===== src/inc/cbsc_defs.svh =====
// Purpose: constants for the card socket clock and reset control
// Assumes: one system clock of 50 MHz; card clock made from the sampled bus clock
// Notes: definitions only
`ifndef CBSC_DEFS_SVH
`define CBSC_DEFS_SVH

// ------------------------------------------------------------
// widths and counts
// ------------------------------------------------------------
`define CBSC_SOCKETS 2
`define CBSC_CAD_W 32
`define CBSC_SLOW_DIV 8'h04
`define CBSC_SLOW_W 8

// ------------------------------------------------------------
// reset and park values
// ------------------------------------------------------------
`define CBSC_CAD_PARK 32'h00000000
`define CBSC_CAD_OE_ALL 32'hffffffff
`define CBSC_CAD_OE_OFF 32'h00000000

`endif


===== src/inc/cbsc_pkg.sv =====
// Purpose: types for the card socket clock and reset control
// Assumes: nothing
// Notes: imported by no file; use cbsc_pkg::name
package cbsc_pkg;

  typedef enum logic [1:0] {
    CM_RUN,
    CM_SLOW,
    CM_STOP
  } cbsc_clk_mode_t;

endpackage


===== src/design/cbsc_top.sv =====
// Purpose: per-socket card clock, clock-run and card reset control
// Assumes: bus clock and clock-run arrive as pins; reset requests come from flops on clk
// Notes: card clock is rebuilt from the sampled bus clock, so it lags it by a few cycles
`timescale 1ns/1ns
`default_nettype none
`include "cbsc_defs.svh"

module cbsc_socket (
  input wire logic clk, // system clock
  input wire logic rst_n, // async reset, active low
  input wire logic pci_clk_s, // sampled bus clock
  input wire logic pci_clkrun_n_s, // sampled bus clock-run, low = run
  input wire logic stop_en, // power save: 1 stop, 0 slow
  input wire logic reset_req, // card reset request, from a flop
  input wire logic clkrun_in, // clock-run pin level
  input wire logic [`CBSC_CAD_W-1:0] cad_in, // address/data pin levels
  output logic card_clock_reg, // card clock pin
  output logic clkrun_out_reg, // clock-run drive value
  output logic clkrun_oe_reg, // clock-run drive enable
  output logic rst_out_n_reg, // card reset, low = reset
  output logic rst_oe_reg, // card reset drive enable
  output logic [`CBSC_CAD_W-1:0] cad_out_reg, // address/data park value
  output logic [`CBSC_CAD_W-1:0] cad_oe_reg, // address/data park enable
  output logic [`CBSC_CAD_W-1:0] cad_capt_reg // word sampled on card clock rise
);

  // ------------------------------------------------------------
  // pin sampling
  // ------------------------------------------------------------
  logic clkrun_s;
  logic [`CBSC_CAD_W-1:0] cad_s;

  cbsc_sync #(.W(1), .INIT(1'b1)) u_sync_run (
    .clk(clk), .rst_n(rst_n), .d(clkrun_in), .q(clkrun_s)
  );

  cbsc_sync #(.W(`CBSC_CAD_W), .INIT(`CBSC_CAD_PARK)) u_sync_cad (
    .clk(clk), .rst_n(rst_n), .d(cad_in), .q(cad_s)
  );

  // ------------------------------------------------------------
  // clock mode
  // ------------------------------------------------------------
  cbsc_pkg::cbsc_clk_mode_t mode_reg;
  cbsc_pkg::cbsc_clk_mode_t mode_next;
  logic pci_clk_d_reg;
  logic pci_rise;
  logic [`CBSC_SLOW_W-1:0] slow_cnt_reg;
  logic card_clock_next;
  logic card_rise;

  assign pci_rise = pci_clk_s & ~pci_clk_d_reg;

  always_comb
  begin
    // reset in progress keeps the clock running so release can align
    if (!rst_out_n_reg || !pci_clkrun_n_s || !clkrun_s)
      mode_next = cbsc_pkg::CM_RUN;
    else if (stop_en)
      mode_next = cbsc_pkg::CM_STOP;
    else
      mode_next = cbsc_pkg::CM_SLOW;
  end

  // mode only changes while the card clock is low, avoiding runt pulses
  always_ff @(posedge clk or negedge rst_n)
  begin
    if (!rst_n)
      mode_reg <= cbsc_pkg::CM_RUN;
    else if (!card_clock_reg)
      mode_reg <= mode_next;
  end

  always_ff @(posedge clk or negedge rst_n)
  begin
    if (!rst_n)
      pci_clk_d_reg <= 1'b0;
    else
      pci_clk_d_reg <= pci_clk_s;
  end

  // ------------------------------------------------------------
  // card clock generation
  // ------------------------------------------------------------
  always_comb
  begin
    card_clock_next = card_clock_reg;
    case (mode_reg)
      cbsc_pkg::CM_RUN: card_clock_next = pci_clk_s;
      cbsc_pkg::CM_SLOW:
      begin
        if (pci_rise && slow_cnt_reg == `CBSC_SLOW_DIV - 8'h01)
          card_clock_next = ~card_clock_reg;
      end
      cbsc_pkg::CM_STOP: card_clock_next = 1'b0;
      default: card_clock_next = 1'b0;
    endcase
  end

  assign card_rise = card_clock_next & ~card_clock_reg;

  always_ff @(posedge clk or negedge rst_n)
  begin
    if (!rst_n)
      card_clock_reg <= 1'b0;
    else
      card_clock_reg <= card_clock_next;
  end

  always_ff @(posedge clk or negedge rst_n)
  begin
    if (!rst_n)
      slow_cnt_reg <= 8'h00;
    else if (mode_reg != cbsc_pkg::CM_SLOW)
      slow_cnt_reg <= 8'h00;
    else if (pci_rise)
    begin
      if (slow_cnt_reg == `CBSC_SLOW_DIV - 8'h01)
        slow_cnt_reg <= 8'h00;
      else
        slow_cnt_reg <= slow_cnt_reg + 8'h01;
    end
  end

  // ------------------------------------------------------------
  // clock-run line
  // ------------------------------------------------------------
  // open-drain style: bridge pulls low while the bus clock-run asks for run;
  // released line tells the card the clock may be lowered
  always_ff @(posedge clk or negedge rst_n)
  begin
    if (!rst_n)
    begin
      clkrun_out_reg <= 1'b0;
      clkrun_oe_reg <= 1'b0;
    end
    else
    begin
      clkrun_out_reg <= 1'b0;
      clkrun_oe_reg <= ~pci_clkrun_n_s;
    end
  end

  // ------------------------------------------------------------
  // card reset and parking
  // ------------------------------------------------------------
  logic arst_n;

  // reset_req must come from a flop so the combined reset cannot glitch
  assign arst_n = rst_n & ~reset_req;

  always_ff @(posedge clk or negedge arst_n)
  begin
    if (!arst_n)
    begin
      rst_out_n_reg <= 1'b0;
      cad_oe_reg <= `CBSC_CAD_OE_ALL;
    end
    else if (card_rise)
    begin
      rst_out_n_reg <= 1'b1;
      cad_oe_reg <= `CBSC_CAD_OE_OFF;
    end
  end

  always_ff @(posedge clk or negedge rst_n)
  begin
    if (!rst_n)
    begin
      rst_oe_reg <= 1'b0;
      cad_out_reg <= `CBSC_CAD_PARK;
    end
    else
    begin
      rst_oe_reg <= 1'b1;
      cad_out_reg <= `CBSC_CAD_PARK;
    end
  end

  // ------------------------------------------------------------
  // card bus sampling
  // ------------------------------------------------------------
  // bit order kept as on the pins, bit 31 most significant
  always_ff @(posedge clk or negedge rst_n)
  begin
    if (!rst_n)
      cad_capt_reg <= `CBSC_CAD_PARK;
    else if (card_rise)
      cad_capt_reg <= cad_s;
  end

  // ------------------------------------------------------------
  // checks
  // ------------------------------------------------------------
  property p_run_follow;
    @(posedge clk) disable iff (!rst_n)
      (mode_reg == cbsc_pkg::CM_RUN && $past(mode_reg) == cbsc_pkg::CM_RUN)
      |-> card_clock_reg == $past(pci_clk_s);
  endproperty
  a_run_follow: assert property (p_run_follow) else $error("card clock not following bus clock");
  property p_stop_low;
    @(posedge clk) disable iff (!rst_n)
      (mode_reg == cbsc_pkg::CM_STOP && $past(mode_reg) == cbsc_pkg::CM_STOP)
      |-> !card_clock_reg;
  endproperty
  a_stop_low: assert property (p_stop_low) else $error("stopped card clock not low");
  property p_lowered;
    @(posedge clk) disable iff (!rst_n)
      ($changed(mode_reg) && mode_reg != cbsc_pkg::CM_RUN) |-> !clkrun_oe_reg;
  endproperty
  a_lowered: assert property (p_lowered) else $error("clock lowered with clock-run held");
  property p_clkrun_track;
    @(posedge clk) disable iff (!rst_n)
      $changed(pci_clkrun_n_s) |=> clkrun_oe_reg == !$past(pci_clkrun_n_s);
  endproperty
  a_clkrun_track: assert property (p_clkrun_track) else $error("clock-run not tracking");
  property p_park;
    @(posedge clk) disable iff (!rst_n)
      !rst_out_n_reg |-> (cad_oe_reg == `CBSC_CAD_OE_ALL && cad_out_reg == `CBSC_CAD_PARK);
  endproperty
  a_park: assert property (p_park) else $error("card bus not parked in reset");
  property p_async_assert;
    @(posedge clk) disable iff (!rst_n)
      reset_req |-> !rst_out_n_reg;
  endproperty
  a_async_assert: assert property (p_async_assert) else $error("card reset not asserted");
  property p_sync_release;
    @(posedge clk) disable iff (!rst_n)
      $rose(rst_out_n_reg) |-> (card_clock_reg && !$past(card_clock_reg));
  endproperty
  a_sync_release: assert property (p_sync_release) else $error("reset release unaligned");
  property p_capture;
    @(posedge clk) disable iff (!rst_n)
      $past(card_rise) |-> cad_capt_reg == $past(cad_s);
  endproperty
  a_capture: assert property (p_capture) else $error("bus word not sampled on rise");

endmodule

module cbsc_top (
  input wire logic clk, // system clock, 50 MHz
  input wire logic rst_n, // async reset, active low
  input wire logic pci_clk, // bus clock pin
  input wire logic pci_clkrun_n, // bus clock-run pin, low = run
  input wire logic [1:0] power_stop_en, // per socket: 1 stop, 0 slow
  input wire logic [1:0] card_reset_req, // per socket reset request
  input wire logic [1:0] card_clock_run_line_in, // clock-run pin levels
  input wire logic [1:0][`CBSC_CAD_W-1:0] card_addr_data_bus_in, // bus pin levels
  output logic [1:0] card_clock, // card clock pins
  output logic [1:0] card_clock_run_line_out, // clock-run drive value
  output logic [1:0] card_clock_run_line_oe, // clock-run drive enable
  output logic [1:0] card_reset_line_n_out, // card reset, low = reset
  output logic [1:0] card_reset_line_oe, // card reset drive enable
  output logic [1:0][`CBSC_CAD_W-1:0] card_addr_data_bus_out, // park value
  output logic [1:0][`CBSC_CAD_W-1:0] card_addr_data_bus_oe, // park enable
  output logic [1:0][`CBSC_CAD_W-1:0] card_bus_sampled // sampled bus word
);

  logic [1:0] pci_s;

  cbsc_sync #(.W(2), .INIT(2'h2)) u_sync_pci (
    .clk(clk), .rst_n(rst_n), .d({pci_clkrun_n, pci_clk}), .q(pci_s)
  );

  // one independent controller per socket
  for (genvar g = 0; g < `CBSC_SOCKETS; g++)
  begin : g_sock
    cbsc_socket u_sock (
      .clk(clk), .rst_n(rst_n), .pci_clk_s(pci_s[0]), .pci_clkrun_n_s(pci_s[1]),
      .stop_en(power_stop_en[g]), .reset_req(card_reset_req[g]),
      .clkrun_in(card_clock_run_line_in[g]), .cad_in(card_addr_data_bus_in[g]),
      .card_clock_reg(card_clock[g]), .clkrun_out_reg(card_clock_run_line_out[g]),
      .clkrun_oe_reg(card_clock_run_line_oe[g]), .rst_out_n_reg(card_reset_line_n_out[g]),
      .rst_oe_reg(card_reset_line_oe[g]), .cad_out_reg(card_addr_data_bus_out[g]),
      .cad_oe_reg(card_addr_data_bus_oe[g]), .cad_capt_reg(card_bus_sampled[g])
    );
  end

endmodule

`default_nettype wire


===== src/design/cbsc_sync.sv =====
// Purpose: three-stage pin synchroniser with agreement filter
// Assumes: inputs arrive from outside the clk domain
// Notes: first stage is read by the second stage only
`timescale 1ns/1ns
`default_nettype none

module cbsc_sync #(
  parameter int W = 1,
  parameter logic [W-1:0] INIT = '0
) (
  input wire logic clk, // system clock
  input wire logic rst_n, // async reset, active low
  input wire logic [W-1:0] d, // raw pin value
  output logic [W-1:0] q // filtered value
);

  logic [W-1:0] s1_reg;
  logic [W-1:0] s2_reg;
  logic [W-1:0] s3_reg;

  always_ff @(posedge clk or negedge rst_n)
  begin
    if (!rst_n)
    begin
      s1_reg <= INIT;
      s2_reg <= INIT;
      s3_reg <= INIT;
    end
    else
    begin
      s1_reg <= d;
      s2_reg <= s1_reg;
      s3_reg <= s2_reg;
    end
  end

  // a bit only changes once stages two and three agree
  always_ff @(posedge clk or negedge rst_n)
  begin
    if (!rst_n)
      q <= INIT;
    else
    begin
      for (int i = 0; i < W; i++)
      begin
        if (s2_reg[i] == s3_reg[i])
          q[i] <= s3_reg[i];
      end
    end
  end

endmodule

`default_nettype wire


===== config.mk =====
export PLATFORM = sky130hd
export DESIGN_NAME = cbsc_top
export DESIGN_NICKNAME = d
export VERILOG_FILES = /design/src/inc/cbsc_pkg.sv /design/src/design/cbsc_top.sv /design/src/design/cbsc_sync.sv
export VERILOG_INCLUDE_DIRS = /design/src /design/src/inc
export SDC_FILE = /design/constraint.sdc
export NUM_CORES = 1
export LEC_CHECK = 0
export BUFFER_PORTS_ARGS = -buffer_cell sky130_fd_sc_hd__clkbuf_2
export CORE_AREA = 10 10 144 279
export CTS_CLUSTER_DIAMETER = 60
export DETAILED_ROUTE_END_ITERATION = 7
export DIE_AREA = 0 0 154 289
export HOLD_SLACK_MARGIN = 0.05
export PLACE_DENSITY_LB_ADDON = 0.2
export SLEW_MARGIN = 40
export SYNTH_ARGS = -nofsm -noshare
export SYNTH_HDL_FRONTEND = slang
export SYNTH_SLANG_ARGS = --single-unit
export TNS_END_PERCENT = 5

===== constraint.sdc =====
create_clock -name clk -period 2.6 [get_ports clk]
set_input_delay 0.39 -clock clk [delete_from_list [all_inputs] [get_ports clk]]
set_output_delay 0.39 -clock clk [all_outputs]
set_load 0.05 [all_outputs]

# --- Yosys cells after proc, flatten, opt, wreduce, memory -nomap -nowiden ---
# Index checks and enable logic that the tools add are counted.
totals:
  reg_bits: 427
  out_inout_bits: 202
  wordCells: 214
op_classes:
  n_addsub: 2
  n_eq_ne: 74
  n_mux: 14
  bitwise_logic: 11
  reduce_logical: 15
op_table:
  columns: ["operator", "count"]
  rows:
  - ["$eq 1x1->1", 68]
  - ["$mux 8", 6]
  - ["$add 8x1->8 const B", 2]
  - ["$eq 8x2->1 const B", 2]
  - ["$mux 2", 4]
  - ["$not 1->1", 6]
  - ["$and 1x1->1", 5]
  - ["$logic_not 1->1", 5]
  - ["$eq 2x1->1 const B", 2]
  - ["$logic_not 2->1", 2]
  - ["$logic_or 1x1->1", 4]
  - ["$ne 2x1->1 const B", 2]
  - ["$pmux 1 s2", 2]
  - ["$reduce_bool 2->1", 2]
  - ["$logic_and 1x1->1", 2]
  - ["$mux 1", 2]

# --- Depth between registers and ports, before layout ---
logic_depth:
  depth_word: 6
  ltp_mapped: 6

# --- By module ---
# A second synthesis with hierarchy kept.
unflattened:
  hier_cells: 744
  area_unflattened_um2: 12477.0
by_module_without_submodules:
  columns: ["mod", "n_inst", "cells_each", "area_each_um2"]
  rows:
  - ["cbsc_sync (g_sock[0].u_sock.u_sync_cad ...)", 2, 160, 3563.4]
  - ["cbsc_socket", 2, 202, 2444.8]
  - ["cbsc_sync (g_sock[0].u_sock.u_sync_run ...)", 2, 5, 116.4]
  - ["cbsc_sync (u_sync_pci)", 1, 10, 227.7]

# --- Worst setup path before layout ---
# OpenSTA, ideal clock, no wires.
synth_timing:
  path_kind: "reg-to-reg"
  from: "register g_sock[1].u_sock.slow_cnt_reg[0]"
  to: "register g_sock[1].u_sock.cad_capt_reg[10]"
  setup_time_ps: 125
  arrival_ps: 2059
  slack_ps: 416
  path_stages_with_launch: 7
  path_buffers: 1
  period_less_slack_ps: 2184
  path_cell_list: "dfrtp_1 ha_1 nor3b_1 nand3_1 a211oi_4 buf_4 mux2_2"
synth_between:
  elab_chain_len: 5
synth_lines:
  columns: ["item", "line", "source"]
  rows:
  - ["start, declared", "cbsc_top.sv:48", "logic [`CBSC_SLOW_W-1:0] slow_cnt_reg;"]
  - ["start signal, assigned", "cbsc_top.sv:121", "slow_cnt_reg <= slow_cnt_reg + 8'h01;"]
  - ["$eq 8x2->1", "cbsc_top.sv:92", "if (pci_rise && slow_cnt_reg == `CBSC_SLOW_DIV - 8'h01)"]
  - ["$logic_and 1x1->1", "cbsc_top.sv:92", null]
  - ["$mux 1", "cbsc_top.sv:92", null]
  - ["$pmux 1 s2", "cbsc_top.sv:88", "case (mode_reg)"]
  - ["$and 1x1->1", "cbsc_top.sv:100", "assign card_rise = card_clock_next & ~card_clock_reg;"]
  - ["end signal, assigned", "cbsc_top.sv:187", "cad_capt_reg <= `CBSC_CAD_PARK;"]
  - ["end signal, assigned", "cbsc_top.sv:189", "cad_capt_reg <= cad_s;"]
  - ["end, declared", "cbsc_top.sv:24", "output logic [`CBSC_CAD_W-1:0] cad_capt_reg"]
# No other way between the ends.
# A chain may end at the register's enable or synchronous reset.

# --- Final worst setup path ---
layout_timing:
  from: "register g_sock[0].u_sock.slow_cnt_reg[2]"
  to: "register g_sock[0].u_sock.cad_capt_reg[19]"
layout_between:
  elab_chain_len: 5
layout_lines:
  columns: ["item", "line"]
  rows:
  - ["start, declared", "cbsc_top.sv:48"]
  - ["start signal, assigned", "cbsc_top.sv:121"]
  - ["$eq 8x2->1", "cbsc_top.sv:92"]
  - ["$logic_and 1x1->1", "cbsc_top.sv:92"]
  - ["$mux 1", "cbsc_top.sv:92"]
  - ["$pmux 1 s2", "cbsc_top.sv:88"]
  - ["$and 1x1->1", "cbsc_top.sv:100"]
  - ["end signal, assigned", "cbsc_top.sv:187"]
  - ["end signal, assigned", "cbsc_top.sv:189"]
  - ["end, declared", "cbsc_top.sv:24"]
# No other way between the ends.

==> flow_summary.ini <==
[status]
status = complete, no violations

[grt]
antenna_found_initial = 0
grtUsageTotal_pct = 10.51
grt_pass1_wl_um = 38040
grt_pass1_vias = 7135
grt_start_max_net_pins = 84
grt.overflow.total = 0

[floorplan]
die_h_um = 289
core_mm2 = 0.03568
io_pins = 276
start_util_pct = 34.60
dieArea_mm2 = 0.04451
rows = 98
die_w_um = 154

[pwr]
leakagePower_nw = 6.993
power_density_mw_per_mm2 = 1061
ir_drop_uv = 560.3

[sta]
finalMaxSlewViolations = 0
rsz0062_at_grt = no
period_share_pct = 88.08
tns_ns = 0
slew_headroom_pct = 55.95
fmax_mhz = 436.7
hold_violations = 0
period_needed_ns = 2.290
skew_ns = 0.01539
final-setup-viol-count = 0
tightest_slew_ns = 0.6607
finalWorstSetupSlack_ns = 0.3099

[min_path]
min-delay-start = power_stop_en[1]
min_to = g_sock[1].u_sock.mode_reg[0]$_DFFE_PN0N_
hp-class = in -> reg
min_path_cells = 2

[logic_synthesis]
netlist_instances = 747
async_flop_share_pct = 100.0
synth_top_cell_area_share_pct = 71.15
yosysTopAreaCell = dfrtp_1
syn-cell-area_mm2 = 0.01234
yosysWarnings = 0
ys_ff_latch = 365
synth_edf_count = 0
ys_seq_area_share_pct = 74.13
avgSynthCellArea_um2 = 16.53
synth_ff_type = dfrtp_1
synthTopCellsByArea = dfrtp_1 (71%), buf_4 (8.5%), mux2_2 (5.7%)
synth.distinct_cells = 44

[routing]
wl_per_cell_um = 15.69
drt-total-wl_um = 23210
via_count = 6255
ant_nets = 0
vias_per_cell = 4.229
drc = 0
dr.first_iter.drc_count = 135
first_pass_iters = 4

[critical_path]
rrSetupSlack_ns = 0.31
worstReg2RegStart = g_sock[0].u_sock.slow_cnt_reg[2]$_DFFE_PN0P_
crit_required_ns = 3.00
cp-start-kind = register
worst_r2r_endpoint = g_sock[0].u_sock.cad_capt_reg[19]$_DFFE_PN0P_
reg2regPathDepth = 5
path_max_fanout = 14
cp-end-kind = register
worstPathArrival_ns = 2.69
crit_type = reg -> reg

[layout]
fillCellCount = 3215
nets = 1081
area_delta_synth_final_pct = 23.59
layout_commonest_cell = dfrtp_1
layout_common_cells = dfrtp_1 (351), clkbuf_2 (208), dlygate4sd3_1 (71)
fin_util_pct = 42.76
antennaDiodeCount = 0
drive_gt1_share_pct = 35.86

[placement]
port-buffer-count = 209
place_congestion = 0.7200
dpl.hpwl_um = 15910
dp_slack_ns = 0.2700

[clock_tree]
cts_tree = built
clock_path_buffers = 3
numCtsBuffers = 35
cts_resized = 0
post-cts-setup-buffers = 0
worstSkewPairLatency_ns = 0.52
cts.clk_slew.worst_paths_ns = 0.06
htreeDepth = 2
root_buffer = clkbuf_16
cts_hold_buf = 71
clkSinkCount = 365

[run]
maxCapViolations = 0
-- routing by layer --
layer	track usage, %	routed length (um)	part of all wire [%]
met1	11.86	8939	39
met2	17.41	11470	49
met3	3.817	2014	8.7
met4	4.836	784	3.4
met5	0	0	0
-- Yosys cell counts (3+ instances only) --
cell and instances:
buf_6 3, nand3_1 9, o2111ai_1 4, a211oi_1 3
dfstp_2 14, maj3_1 68, nand2_1 14, mux2_1 3
dfrtp_1 351, nand4_1 3, buf_4 139, xor2_1 7
nor2_1 13, o21ai_0 5, xnor2_1 3, nand2b_1 5
mux2_2 62, nor2b_1 7
-- worst max-delay path by stage --
| stage | from | cells past startpoint | endpoint |
|---|---|---|---|
| finish | g_sock[0].u_sock.slow_cnt_reg[2]$_DFFE_PN0P_ | 5 | g_sock[0].u_sock.cad_capt_reg[19]$_DFFE_PN0P_ |
| floorplan | g_sock[1].u_sock.slow_cnt_reg[0]$_DFFE_PN0P_ | 6 | g_sock[1].u_sock.cad_capt_reg[10]$_DFFE_PN0P_ |
| detailed placement | g_sock[0].u_sock.slow_cnt_reg[2]$_DFFE_PN0P_ | 5 | g_sock[0].u_sock.cad_capt_reg[16]$_DFFE_PN0P_ |
| CTS | g_sock[0].u_sock.slow_cnt_reg[2]$_DFFE_PN0P_ | 5 | g_sock[0].u_sock.cad_capt_reg[19]$_DFFE_PN0P_ |
| global route | g_sock[0].u_sock.slow_cnt_reg[2]$_DFFE_PN0P_ | 5 | g_sock[0].u_sock.cad_capt_reg[21]$_DFFE_PN0P_ |
| global placement | g_sock[0].u_sock.slow_cnt_reg[2]$_DFFE_PN0P_ | 5 | g_sock[0].u_sock.cad_capt_reg[19]$_DFFE_PN0P_ |
-- logic make-up (layout without fill, tap and decap cells) --
logic type | Yosys count | after routing | share of synthesized area [%]
AND/OR/NAND/NOR | 63 | 63 | 2.818
buffers and inverters | 147 | 364 | 8.889
flip-flops | 365 | 365 | 74.13
adder cells (fa/ha/maj) | 70 | 70 | 5.717
multiplexers | 65 | 65 | 5.929
XOR/XNOR | 10 | 10 | 0.7096
other | 2 | 67 | 0.06084
AO/OA/AOI/OAI | 25 | 25 | 1.743
-- power breakdown --
part / internal, mW / switching [mW] / leakage, nW / total (mW)
Clock: 3.16 / 2.13 / 0.583 / 5.29
Sequential: 6.49 / 0.484 / 4.29 / 6.98
Combinational: 1.06 / 2.86 / 2.12 / 3.91
-- final cells by class --
cell class              instances  area [um2]  share of cell area (%)
inverters                       2       7.507                 0.04921
clock inverters                14       214.0                   1.402
flip-flops and latches        365        9151                   59.99
clock buffers                  47       980.9                   6.430
repair buffers                301        1999                   13.11
well taps                     450       563.0                   3.691
multi-input cells             300        2340                   15.34
-- worst max-delay path, stage by stage (launching register included) --
cell	delay [ns]
dfrtp_1	0.45
nor4_4	0.34
nand4_2	0.21
a2111oi_4	0.49
buf_4	0.32
mux2_2	0.36
-- metrics by stage --
step | cells | instance area (um2) | hold WS (ns) | power (mW)
floorplan | 812 | 12590 | 0.09441 | 9.911
global placement | 1347 | 13350 | 0.2915 | 10.97
detailed placement | 1347 | 13350 | 0.2948 | 11.03
CTS | 1479 | 15260 | 0.05350 | 16.53
global route | 1479 | 15260 | 0.08677 | 16.98
finish | 1479 | 15260 | 0.08674 | 16.18
Power figures use the tool's default switching activity.
